==> src/include/ptts_pkg.sv <==
package ptts_pkg;

  // token and data widths
  localparam int TOK_W = 8;
  localparam int CNT_W = 5;
  localparam int QUEUE_DEPTH = 32;
  localparam int QUEUE_AW = 5;

  // register address of the token data port
  localparam logic [7:0] FIFO_DATA_ADDR = 8'h43;

  // transmit token codes
  localparam logic [7:0] TOK_SYNC1 = 8'h12;
  localparam logic [7:0] TOK_SYNC2 = 8'h13;
  localparam logic [7:0] TOK_SYNC3 = 8'h1b;
  localparam logic [7:0] TOK_RST1 = 8'h15;
  localparam logic [7:0] TOK_RST2 = 8'h16;
  localparam logic [7:0] TOK_EOP = 8'h14;
  localparam logic [7:0] TOK_CRC = 8'hff;
  localparam logic [7:0] TOK_OFF = 8'hfe;

  // inline transmit go command: pattern 101x_xxx1
  localparam logic [7:0] GO_MASK = 8'he1;
  localparam logic [7:0] GO_MATCH = 8'ha1;

  // packed payload header: top three bits 3'b100, low five bits the count
  localparam int HDR_POS = 5;
  localparam logic [2:0] HDR_CODE = 3'h4;

  // line symbol selector handed to the line coder
  typedef enum logic [3:0] {
    PTTS_SYM_NONE,
    PTTS_SYM_SYNC1,
    PTTS_SYM_SYNC2,
    PTTS_SYM_SYNC3,
    PTTS_SYM_RST1,
    PTTS_SYM_RST2,
    PTTS_SYM_EOP,
    PTTS_SYM_DATA,
    PTTS_SYM_CRC
  } ptts_sym_t;

  // one line action toward the coder
  typedef struct packed {
    ptts_sym_t sym;
    logic [3:0] nibble;
  } ptts_line_t;

  // software access to the token data port
  typedef struct packed {
    logic wr;
    logic rd;
    logic [7:0] addr;
    logic [7:0] wdata;
  } ptts_host_t;

endpackage

==> src/design/ptts_mem.sv <==
`timescale 1ns/100ps
// small dual-port store; read data comes from a register
module ptts_mem #(
  parameter int DW = 8,
  parameter int AW = 5
) (
  input wire logic core_clk,
  input wire logic we,
  input wire logic [AW-1:0] waddr,
  input wire logic [DW-1:0] wdata,
  input wire logic [AW-1:0] raddr,
  output logic [DW-1:0] rdata
);

  logic [DW-1:0] mem [0:(1<<AW)-1];

  // no reset on the array; contents are only read after being written
  always_ff @(posedge core_clk)
  begin
    if (we)
    begin
      mem[waddr] <= wdata;
    end
    rdata <= mem[raddr];
  end

endmodule

==> src/design/ptts_queue.sv <==
`timescale 1ns/100ps
// transmit queue: push from software, pop by the sequencer
module ptts_queue #(
  parameter int DW = 8,
  parameter int AW = 5
) (
  input wire logic core_clk,
  input wire logic rst,
  input wire logic push,
  input wire logic [DW-1:0] push_data,
  input wire logic pop,
  output logic [DW-1:0] head,
  output logic empty,
  output logic full
);

  logic [AW:0] wp_q;
  logic [AW:0] wp_d;
  logic [AW:0] rp_q;
  logic [AW:0] rp_d;
  logic do_push;
  logic do_pop;
  logic [AW-1:0] raddr;
  logic [DW-1:0] mem_rdata;
  logic fwd_q;
  logic fwd_d;
  logic [DW-1:0] fwd_data_q;
  logic [DW-1:0] fwd_data_d;

  assign empty = (wp_q == rp_q);
  assign full = (wp_q[AW] != rp_q[AW]) && (wp_q[AW-1:0] == rp_q[AW-1:0]);
  assign do_push = push && !full;
  assign do_pop = pop && !empty;

  // read address runs ahead so the head register shows the next entry
  assign raddr = rp_d[AW-1:0];

  // pointer next values; a push into a full queue is dropped
  always_comb
  begin
    wp_d = wp_q;
    rp_d = rp_q;
    if (do_push)
    begin
      wp_d = wp_q + 1'b1;
    end
    if (do_pop)
    begin
      rp_d = rp_q + 1'b1;
    end
  end

  // a push into the entry being read lands after the array read, so forward it;
  // without this a dry queue refilled mid-transmit shows a stale head
  always_comb
  begin
    fwd_d = do_push && (wp_q[AW-1:0] == raddr);
    fwd_data_d = push_data;
  end

  always_ff @(posedge core_clk or posedge rst)
  begin
    if (rst)
    begin
      wp_q <= '0;
      rp_q <= '0;
      fwd_q <= 1'b0;
      fwd_data_q <= '0;
    end
    else
    begin
      wp_q <= wp_d;
      rp_q <= rp_d;
      fwd_q <= fwd_d;
      fwd_data_q <= fwd_data_d;
    end
  end

  assign head = fwd_q ? fwd_data_q : mem_rdata;

  ptts_mem #(
    .DW(DW),
    .AW(AW)
  ) u_mem (
    .core_clk(core_clk),
    .we(do_push),
    .waddr(wp_q[AW-1:0]),
    .wdata(push_data),
    .raddr(raddr),
    .rdata(mem_rdata)
  );

endmodule

==> src/design/ptts_sequencer.sv <==
`timescale 1ns/100ps
// Overview of operation
// - eight-bit tokens through one data register
// - own token codes translated to line symbols
// - one token at a time, finish before next
// - 101x_xxx1 write starts transmitter, not queued
// - sync tokens send sync ordered-set symbols
// - reset tokens send reset symbols
// - header 3'b100 plus count of payload bytes
// - low nibble first, each nibble encoded
// - 0xFF inserts hardware checksum
// - 0x14 sends end of packet
// - 0xFE turns the line driver off
// - write at 43h pushes, read pops receive
module ptts_sequencer #(
  parameter int QUEUE_AW = ptts_pkg::QUEUE_AW
) (
  input wire logic core_clk,
  input wire logic rst,
  input wire ptts_pkg::ptts_host_t host,
  output logic [7:0] rdata,
  output logic rx_pop,
  input wire logic [7:0] rx_head,
  input wire logic tx_start,
  output ptts_pkg::ptts_line_t line,
  output logic line_valid,
  input wire logic line_ready,
  output logic driver_en,
  output logic tx_active,
  output logic tx_queue_empty,
  output logic tx_queue_full
);

  typedef enum logic [2:0] {
    ST_IDLE,
    ST_FETCH,
    ST_DECODE,
    ST_SYMBOL,
    ST_LOW,
    ST_HIGH
  } ptts_state_t;

  ptts_state_t st_q;
  ptts_state_t st_d;
  logic run_q;
  logic run_d;
  logic drv_q;
  logic drv_d;
  logic [ptts_pkg::CNT_W-1:0] cnt_q;
  logic [ptts_pkg::CNT_W-1:0] cnt_d;
  logic pay_q;
  logic pay_d;
  logic [7:0] byte_q;
  logic [7:0] byte_d;
  ptts_pkg::ptts_line_t line_q;
  ptts_pkg::ptts_line_t line_d;
  logic [7:0] rdata_q;
  logic [7:0] rdata_d;
  logic port_hit;
  logic is_go;
  logic push;
  logic pop;
  logic [7:0] head;
  logic empty;
  logic full;

  // software port: the go command is swallowed, everything else is queued
  assign port_hit = (host.addr == ptts_pkg::FIFO_DATA_ADDR);
  assign is_go = (host.wdata & ptts_pkg::GO_MASK) == ptts_pkg::GO_MATCH;
  assign push = host.wr && port_hit && !is_go;
  assign rx_pop = host.rd && port_hit;

  ptts_queue #(
    .DW(ptts_pkg::TOK_W),
    .AW(QUEUE_AW)
  ) u_txq (
    .core_clk(core_clk),
    .rst(rst),
    .push(push),
    .push_data(host.wdata),
    .pop(pop),
    .head(head),
    .empty(empty),
    .full(full)
  );

  // receive data captured at the pop so the read value stays stable
  always_comb
  begin
    rdata_d = rdata_q;
    if (rx_pop)
    begin
      rdata_d = rx_head;
    end
  end

  always_ff @(posedge core_clk or posedge rst)
  begin
    if (rst)
    begin
      rdata_q <= 8'h00;
    end
    else
    begin
      rdata_q <= rdata_d;
    end
  end

  // pop only in fetch; the memory head needs one cycle to settle after a pop
  assign pop = (st_q == ST_FETCH) && !empty;

  // token interpreter
  always_comb
  begin
    st_d = st_q;
    run_d = run_q;
    drv_d = drv_q;
    cnt_d = cnt_q;
    pay_d = pay_q;
    byte_d = byte_q;
    line_d = line_q;
    case (st_q)
      ST_IDLE:
      begin
        if (run_q && !empty)
        begin
          st_d = ST_FETCH;
        end
      end
      ST_FETCH:
      begin
        // queue ran dry: stop and wait for a new start
        if (empty)
        begin
          st_d = ST_IDLE;
          run_d = 1'b0;
        end
        else
        begin
          byte_d = head;
          st_d = ST_DECODE;
        end
      end
      ST_DECODE:
      begin
        st_d = ST_SYMBOL;
        line_d.nibble = 4'h0;
        if (pay_q)
        begin
          st_d = ST_LOW;
        end
        else if (byte_q[7:ptts_pkg::HDR_POS] == ptts_pkg::HDR_CODE)
        begin
          cnt_d = byte_q[ptts_pkg::CNT_W-1:0];
          pay_d = (byte_q[ptts_pkg::CNT_W-1:0] != 5'h00);
          st_d = ST_FETCH;
        end
        else
        begin
          case (byte_q)
            ptts_pkg::TOK_SYNC1: line_d.sym = ptts_pkg::PTTS_SYM_SYNC1;
            ptts_pkg::TOK_SYNC2: line_d.sym = ptts_pkg::PTTS_SYM_SYNC2;
            ptts_pkg::TOK_SYNC3: line_d.sym = ptts_pkg::PTTS_SYM_SYNC3;
            ptts_pkg::TOK_RST1: line_d.sym = ptts_pkg::PTTS_SYM_RST1;
            ptts_pkg::TOK_RST2: line_d.sym = ptts_pkg::PTTS_SYM_RST2;
            ptts_pkg::TOK_CRC: line_d.sym = ptts_pkg::PTTS_SYM_CRC;
            ptts_pkg::TOK_EOP: line_d.sym = ptts_pkg::PTTS_SYM_EOP;
            ptts_pkg::TOK_OFF:
            begin
              drv_d = 1'b0;
              st_d = ST_FETCH;
            end
            default:
            begin
              st_d = ST_FETCH;
            end
          endcase
          // any symbol turns the driver on before it goes out
          if (st_d == ST_SYMBOL)
          begin
            drv_d = 1'b1;
          end
        end
      end
      ST_SYMBOL:
      begin
        if (line_ready)
        begin
          st_d = ST_FETCH;
        end
      end
      ST_LOW:
      begin
        line_d.sym = ptts_pkg::PTTS_SYM_DATA;
        line_d.nibble = byte_q[3:0];
        drv_d = 1'b1;
        st_d = ST_HIGH;
      end
      ST_HIGH:
      begin
        if (line_ready)
        begin
          // pay_q still high here means the low nibble was the one taken
          if (pay_q)
          begin
            line_d.nibble = byte_q[7:4];
            pay_d = 1'b0;
          end
          else
          begin
            st_d = ST_FETCH;
          end
        end
      end
      default:
      begin
        st_d = ST_IDLE;
      end
    endcase
    // after the high nibble is taken, count the payload byte down
    if (st_q == ST_HIGH && line_ready && !pay_q)
    begin
      cnt_d = cnt_q - 1'b1;
      pay_d = (cnt_q != 5'h01);
    end
    // a start wins over a dry fetch in the same cycle, so it is never lost
    if ((host.wr && port_hit && is_go) || tx_start)
    begin
      run_d = 1'b1;
    end
  end

  always_ff @(posedge core_clk or posedge rst)
  begin
    if (rst)
    begin
      st_q <= ST_IDLE;
      run_q <= 1'b0;
      drv_q <= 1'b0;
      cnt_q <= '0;
      pay_q <= 1'b0;
      byte_q <= 8'h00;
      line_q <= '0;
    end
    else
    begin
      st_q <= st_d;
      run_q <= run_d;
      drv_q <= drv_d;
      cnt_q <= cnt_d;
      pay_q <= pay_d;
      byte_q <= byte_d;
      line_q <= line_d;
    end
  end

  // a nibble or symbol is offered while waiting in the two send states
  assign line_valid = (st_q == ST_SYMBOL) || (st_q == ST_HIGH);
  assign line = line_q;
  assign rdata = rdata_q;
  assign driver_en = drv_q;
  assign tx_active = run_q;
  assign tx_queue_empty = empty;
  assign tx_queue_full = full;

endmodule

==> config.mk <==
export PLATFORM = sky130hd
export DESIGN_NAME = ptts_sequencer
export DESIGN_NICKNAME = d
export VERILOG_FILES = /design/src/include/ptts_pkg.sv /design/src/design/ptts_mem.sv /design/src/design/ptts_queue.sv /design/src/design/ptts_sequencer.sv
export SDC_FILE = /design/constraint.sdc
export NUM_CORES = 1
export LEC_CHECK = 0
export BUFFER_PORTS_ARGS = -buffer_cell sky130_fd_sc_hd__buf_4
export CORE_UTILIZATION = 50
export DETAILED_ROUTE_END_ITERATION = 7
export GPL_TIMING_DRIVEN = 1
export PLACE_DENSITY = 0.67
export SYNTH_ARGS = -nofsm -noshare
export SYNTH_HDL_FRONTEND = slang
export SYNTH_SLANG_ARGS = --single-unit
==> constraint.sdc <==
create_clock -name core_clk -period 3.1 [get_ports core_clk]
set_input_delay 0.62 -clock core_clk [delete_from_list [all_inputs] [get_ports core_clk]]
set_output_delay 0.62 -clock core_clk [all_outputs]
set_load 0.005 [all_outputs]
# == Word-level counts from Yosys, hierarchy flattened ==
# Memories as Yosys holds them, arrays and structs flattened. A register that Yosys moved wholly into a read port is not among the register bits.
# Index checks and enable logic that the tools add are counted.
# totals
ramBits,256
mem_bits_ro,0
latchBits,0
inputBits,30
memories,1
ff_bits,56
elab_cells,128
out_inout_bits,22
# memory_table
name,depth,word_bits,rd,rd_ports_with_merged_regs,wr,line_no,source
u_txq.u_mem.mem,32,8,1,1,1,ptts_mem.sv:15,logic [DW-1:0] mem [0:(1<<AW)-1];
# op_classes
shift,0
reduce_logical,36
eq_ne,33
muxes,40
magnitude_cmp,0
addsub,3
bitwise_logic,1
n_mul,0
n_div,0
# ops
operator,count
$eq 8x5->1 const B,6
$pmux 4 s7,1
$mux 3,9
$mux 5,5
$pmux 3 s6,1
$eq 8x8->1 const B,2
$mux 4,4
$ne 2x2->1 const B,7
$mux 1,13
$add 6x1->6 const B,2
$logic_and 1x1->1,12
$pmux 4 s3,1
$reduce_and 4->1,3
$eq 5x5->1,2
$reduce_bool 2->1,5
$eq 3x2->1 const B,3
$eq 3x3->1 const B,3
$eq 8x7->1 const B,1
$mux 8,1
$ne 8x1->1 const B,1
$pmux 4 s2,1
$reduce_or 7->1,1
$eq 6x6->1,1
$ne 3x2->1 const B,2
other kinds (16),26

# == Longest topological paths before layout ==
# depth
depth_word,11
ltp_mapped,11
depth_no_buf,8

# == Hierarchy ==
# A second synthesis with hierarchy kept.
# hier_totals
cells_unflattened,674
area_unflattened_um2,12991.2
# by_module_without_submodules
mod,cells_each,instances,seq_area_each_um2,area_per_inst_um2
ptts_mem,417,1,7847.5,10053.4
ptts_sequencer,171,1,875.8,1880.6
ptts_queue,86,1,525.5,1057.3

# == Worst setup path after synthesis ==
# OpenSTA, ideal clock, no wires.
# synth_path
path_kind,input to register
startpoint,input host[13] in the netlist's numbering
endpoint,memory u_txq.u_mem.mem[0][0] (enable)
path_buffers,0
t_required_ps,2730
stages,6
setup_ps,370
path_slack_ps,212
arrival_ps,2518
path_cell_list,or4b_1 nor4_2 nand2_1 nor3_2 nand2_1 nor2_1
# synth_between
elab_chain_cells,6
# synth_rtl
item,line_no,source
"start, declared",ptts_sequencer.sv:20,"input wire ptts_pkg::ptts_host_t host,"
$eq 8x7->1,ptts_sequencer.sv:68,assign port_hit = (host.addr == ptts_pkg::FIFO_DATA_ADDR);
$logic_and 1x1->1 (2 in series),ptts_sequencer.sv:70,assign push = host.wr && port_hit && !is_go;
$logic_and 1x1->1,ptts_queue.sv:32,assign do_push = push && !full;
$mux 1,ptts_mem.sv:20,if (we)
$mux 1 (implied by the code),ptts_mem.sv:22,mem[waddr] <= wdata;
"end, declared",ptts_mem.sv:15,
# Every way passes these cells.

# == Worst setup path after layout ==
# layout_path
startpoint,register u_txq.rp_q[0]
endpoint,"register u_txq.u_mem.rdata[2], read port of u_txq.u_mem.mem"
# layout_between
elab_chain_cells,5
elab_cells_between_ends,6
classes_between,add/sub (1); eq/ne (1); mux (1); reduce/logical (3)
# layout_rtl
item,line_no,source
"start, declared",ptts_queue.sv:19,logic [AW:0] rp_q;
"start signal, assigned",ptts_queue.sv:73,rp_q <= rp_d;
branches (longest 4 deep; another with $add 6x1->6),--,
$mux 5 *,ptts_queue.sv:47,if (do_pop)
"end, declared",ptts_mem.sv:12,output logic [DW-1:0] rdata
# Mark *: on every way between the ends.
# A chain may end at the register's enable or synchronous reset.

==> results by group <==
Synthesis
  • Gate Count Post-Synth: 1141
  • Most used DFF post-synth: edfxtp_1
  • Seq cells post-synth: 320
  • Post-Syn Area per Cell: 12.3 um2
  • Synth Cell Area: 0.0140 mm2
  • Post-synthesis sequential area ratio: 66.1%
  • Syn nets: 1178
  • Ys Warns: 0
  • Unique masters post-synth: 74
  • Async SR Flop Fraction: 17.5%
  • Number of synthesized flops with an enable pin: 256

Clock network
  • Cts repair resizes: 0
  • Clock sinks: 320
  • Clk root buf: clkbuf_16
  • CTS tree: built
  • Num CTS Buffers: 36
  • H-tree depth: 2
  • Number of setup buffers added after CTS: 0
  • Worst-path clk slew: 60 ps
  • CTS max path bufs: 3
  • Post-CTS Hold Fix Bufs: 0
  • Worst-Skew Late Latency: 530 ps

Global route
  • Largest net degree at the start of global routing: 71
  • Initial antenna violation count: 1
  • Tot GR Track Use: 27.0%
  • Vias in the first global route: 9898
  • First-pass GRT wire length: 57600 um
  • Total gr overflow: 0

Detailed routing
  • Detailed Route WL: 38100 um
  • Drt wl/cell: 23.3 um
  • Post-DRT Antenna Nets: 0
  • Via/cell ratio: 6.23
  • 1st-iter DRT viols: 1297
  • Drt pass-1 iters: 5
  • Drt drc: 0
  • Routed via count: 10200

Placement
  • Placement Cell Area: 0.0152 mm2
  • PortBufs: 51
  • DP HPWL: 23900 um
  • Gpl congestion: 0.924

Floorplan
  • Core box area: 0.0272 mm2
  • Starting Density: 51.5%
  • Number of core rows: 60
  • I/O pins: 52
  • Die height: 169 um
  • Die area: 0.0287 mm2
  • Die Span X: 169 um

Layout
  • Sequential Area: 0.00925 mm2
  • Share of cells above drive strength 1: 17.2%
  • Final instance area: 0.0164 mm2
  • # diodes: 0
  • Multi-input gate area: 0.00423 mm2
  • # fillers: 2182
  • Area Growth Syn to Fin: 17.0%
  • Most common cell after layout, fill and taps aside: edfxtp_1
  • NumNets Final: 1270
  • Most frequent cells in the layout: 256 x edfxtp_1, 151 x nand3_1, 126 x buf_4

Timing
  • Post-layout min period: 2940 ps
  • Setup Skew: 25.0 ps
  • Final period util: 94.7%
  • RSZ-0062 raised after global routing: false
  • Worst slew margin: 18.2%
  • Setup TNS: 0 ps
  • Maximum clock rate: 341 MHz
  • Final number of hold-violating endpoints: 0
  • Endpoints failing setup: 0
  • Final slew viol count: 0
  • Worst slew pin tran: 1220 ps

Min path
  • Type of the worst min-delay path: input pin to async pin

Critical path
  • Worst Path Max Fanout: 15
  • Kind of critical path: flop to flop
  • Slowest-stage cell, CP: a21oi_2
  • Critical Path Max Stage Delay: 650 ps
  • CP required: 3540 ps
  • Startpoint Class: flop
  • CP endpoint kind: flop
  • Crit-path cells: xor2_1, nor4_1, a21oi_2, buf_4, a32oi_1, a32oi_1, nand4_1, nand4_1
  • CP Data Arrival Time: 3370 ps

Power and ir drop
  • Leakage: 5.81 nW
  • Peak supply drop: 579 uV
  • Pwr/cell area: 1000 mW/mm2

Status
  • Status: finished clean

Flow run
  • Max-cap check violation count: 0
-- path summary, 6_finish.rpt --
| path | from | to | slack, ps | depth (start not counted) |
|---|---|---|---|---|
| min | rst | u_txq.wp_q[1] | 150 | 2 |
| max | u_txq.rp_q[0] | u_txq.u_mem.rdata[2] | 160 | 8 |
| max reg2reg | u_txq.rp_q[0] | u_txq.u_mem.rdata[2] | 160 | 8 |
| min reg2reg | rdata[0] | rdata[0] | 470 | 2 |
| min in group core_clk | rx_head[5] | rdata[5] | 310 | 3 |
| max in group asynchronous | rst | byte_q[2] | 2300 | 3 |
-- logic make-up after synthesis --
group                    Yosys count  synth area share (%)
AND/OR/NAND/NOR                  373                  13.8
flip-flops                       320                  66.1
AO/OA/AOI/OAI                    280                  12.8
buffers and inverters            119                  3.83
XOR/XNOR                          25                  1.56
multiplexers                      17                  1.27
adder cells (fa/ha/maj)            7                 0.626
-- flip-flops by register name, summed over array words and instances, names as in the netlist --
signal             flops
u_txq.u_mem.mem      256
byte_q                 8
line                   8
rdata                  8
u_txq.fwd_data_q       8
u_txq.u_mem.rdata      8
u_txq.rp_q             6
u_txq.wp_q             6
cnt_q                  5
st_q                   3
driver_en              1
pay_q                  1
tx_active              1
u_txq.fwd_q            1
-- report_power, final --
| part | switching (W) | total (W) | internal (W) |
|---|---|---|---|
| Clock | 0.00165 | 0.00408 | 0.00243 |
| Sequential | 0.000281 | 0.00519 | 0.00491 |
| Combinational | 0.00465 | 0.00711 | 0.00245 |
-- synth_stat cells (13+ instances only) --
library cell | n | area share [%]
nand2_1 | 61 | 1.6
a32oi_1 | 35 | 2.2
dfrtp_1 | 56 | 10
a21oi_1 | 47 | 1.7
a221oi_1 | 14 | 0.88
clkbuf_1 | 47 | 1.3
inv_1 | 34 | 0.91
o21ai_0 | 115 | 4.1
nor4_1 | 13 | 0.58
nand4_1 | 38 | 1.7
nor2_1 | 57 | 1.5
nand3_1 | 151 | 5.4
edfxtp_1 | 256 | 55
buf_2 | 23 | 0.82
xnor2_1 | 17 | 1.1
-- layout make-up --
cell class / count / share of cell area (%)
well taps: 372 / 2.84
clock buffers: 42 / 5.77
flip-flops and latches: 320 / 56.5
inverters: 36 / 0.825
multi-input cells: 702 / 25.8
repair buffers: 137 / 7.12
clock inverters: 23 / 1.14
-- layer usage --
| layer | share of wire, % | track usage, % | vias up |
|---|---|---|---|
| met5 | 0.034 | 0 | - |
| met4 | 3.4 | 10.8 | 2 |
| met3 | 9.6 | 5.39 | 103 |
| met2 | 46 | 42.5 | 605 |
| met1 | 41 | 36.8 | 4902 |
| li1 | - | - | 4556 |
-- per-stage QoR --
| stage | instances | worst slack [ps] | total power (W) | util [%] | hold slack, ps |
|---|---|---|---|---|---|
| floorplan | 1141 | 212 | 0.00976 | - | 468 |
| global placement | 1567 | 85.5 | 0.0121 | 56.1 | 459 |
| detailed placement | 1567 | 57.5 | 0.0122 | 56.1 | 465 |
| CTS | 1632 | 256 | 0.0163 | 60.3 | 162 |
| global route | 1632 | 37.4 | 0.0171 | 60.3 | 197 |
| finish | 1632 | 165 | 0.0164 | 60.3 | 153 |
-- worst max-delay path, delay by kind of cell (launching register included) --
kind / cells / cell delay (ps)
DFF: 1 / 530
and+or+nand+nor: 3 / 550
AOI/OAI and AO/OA: 3 / 1040
buffers and inverters: 1 / 350
xor gates and xnor gates: 1 / 380
No activity file was read; power rests on OpenSTA's default activity.
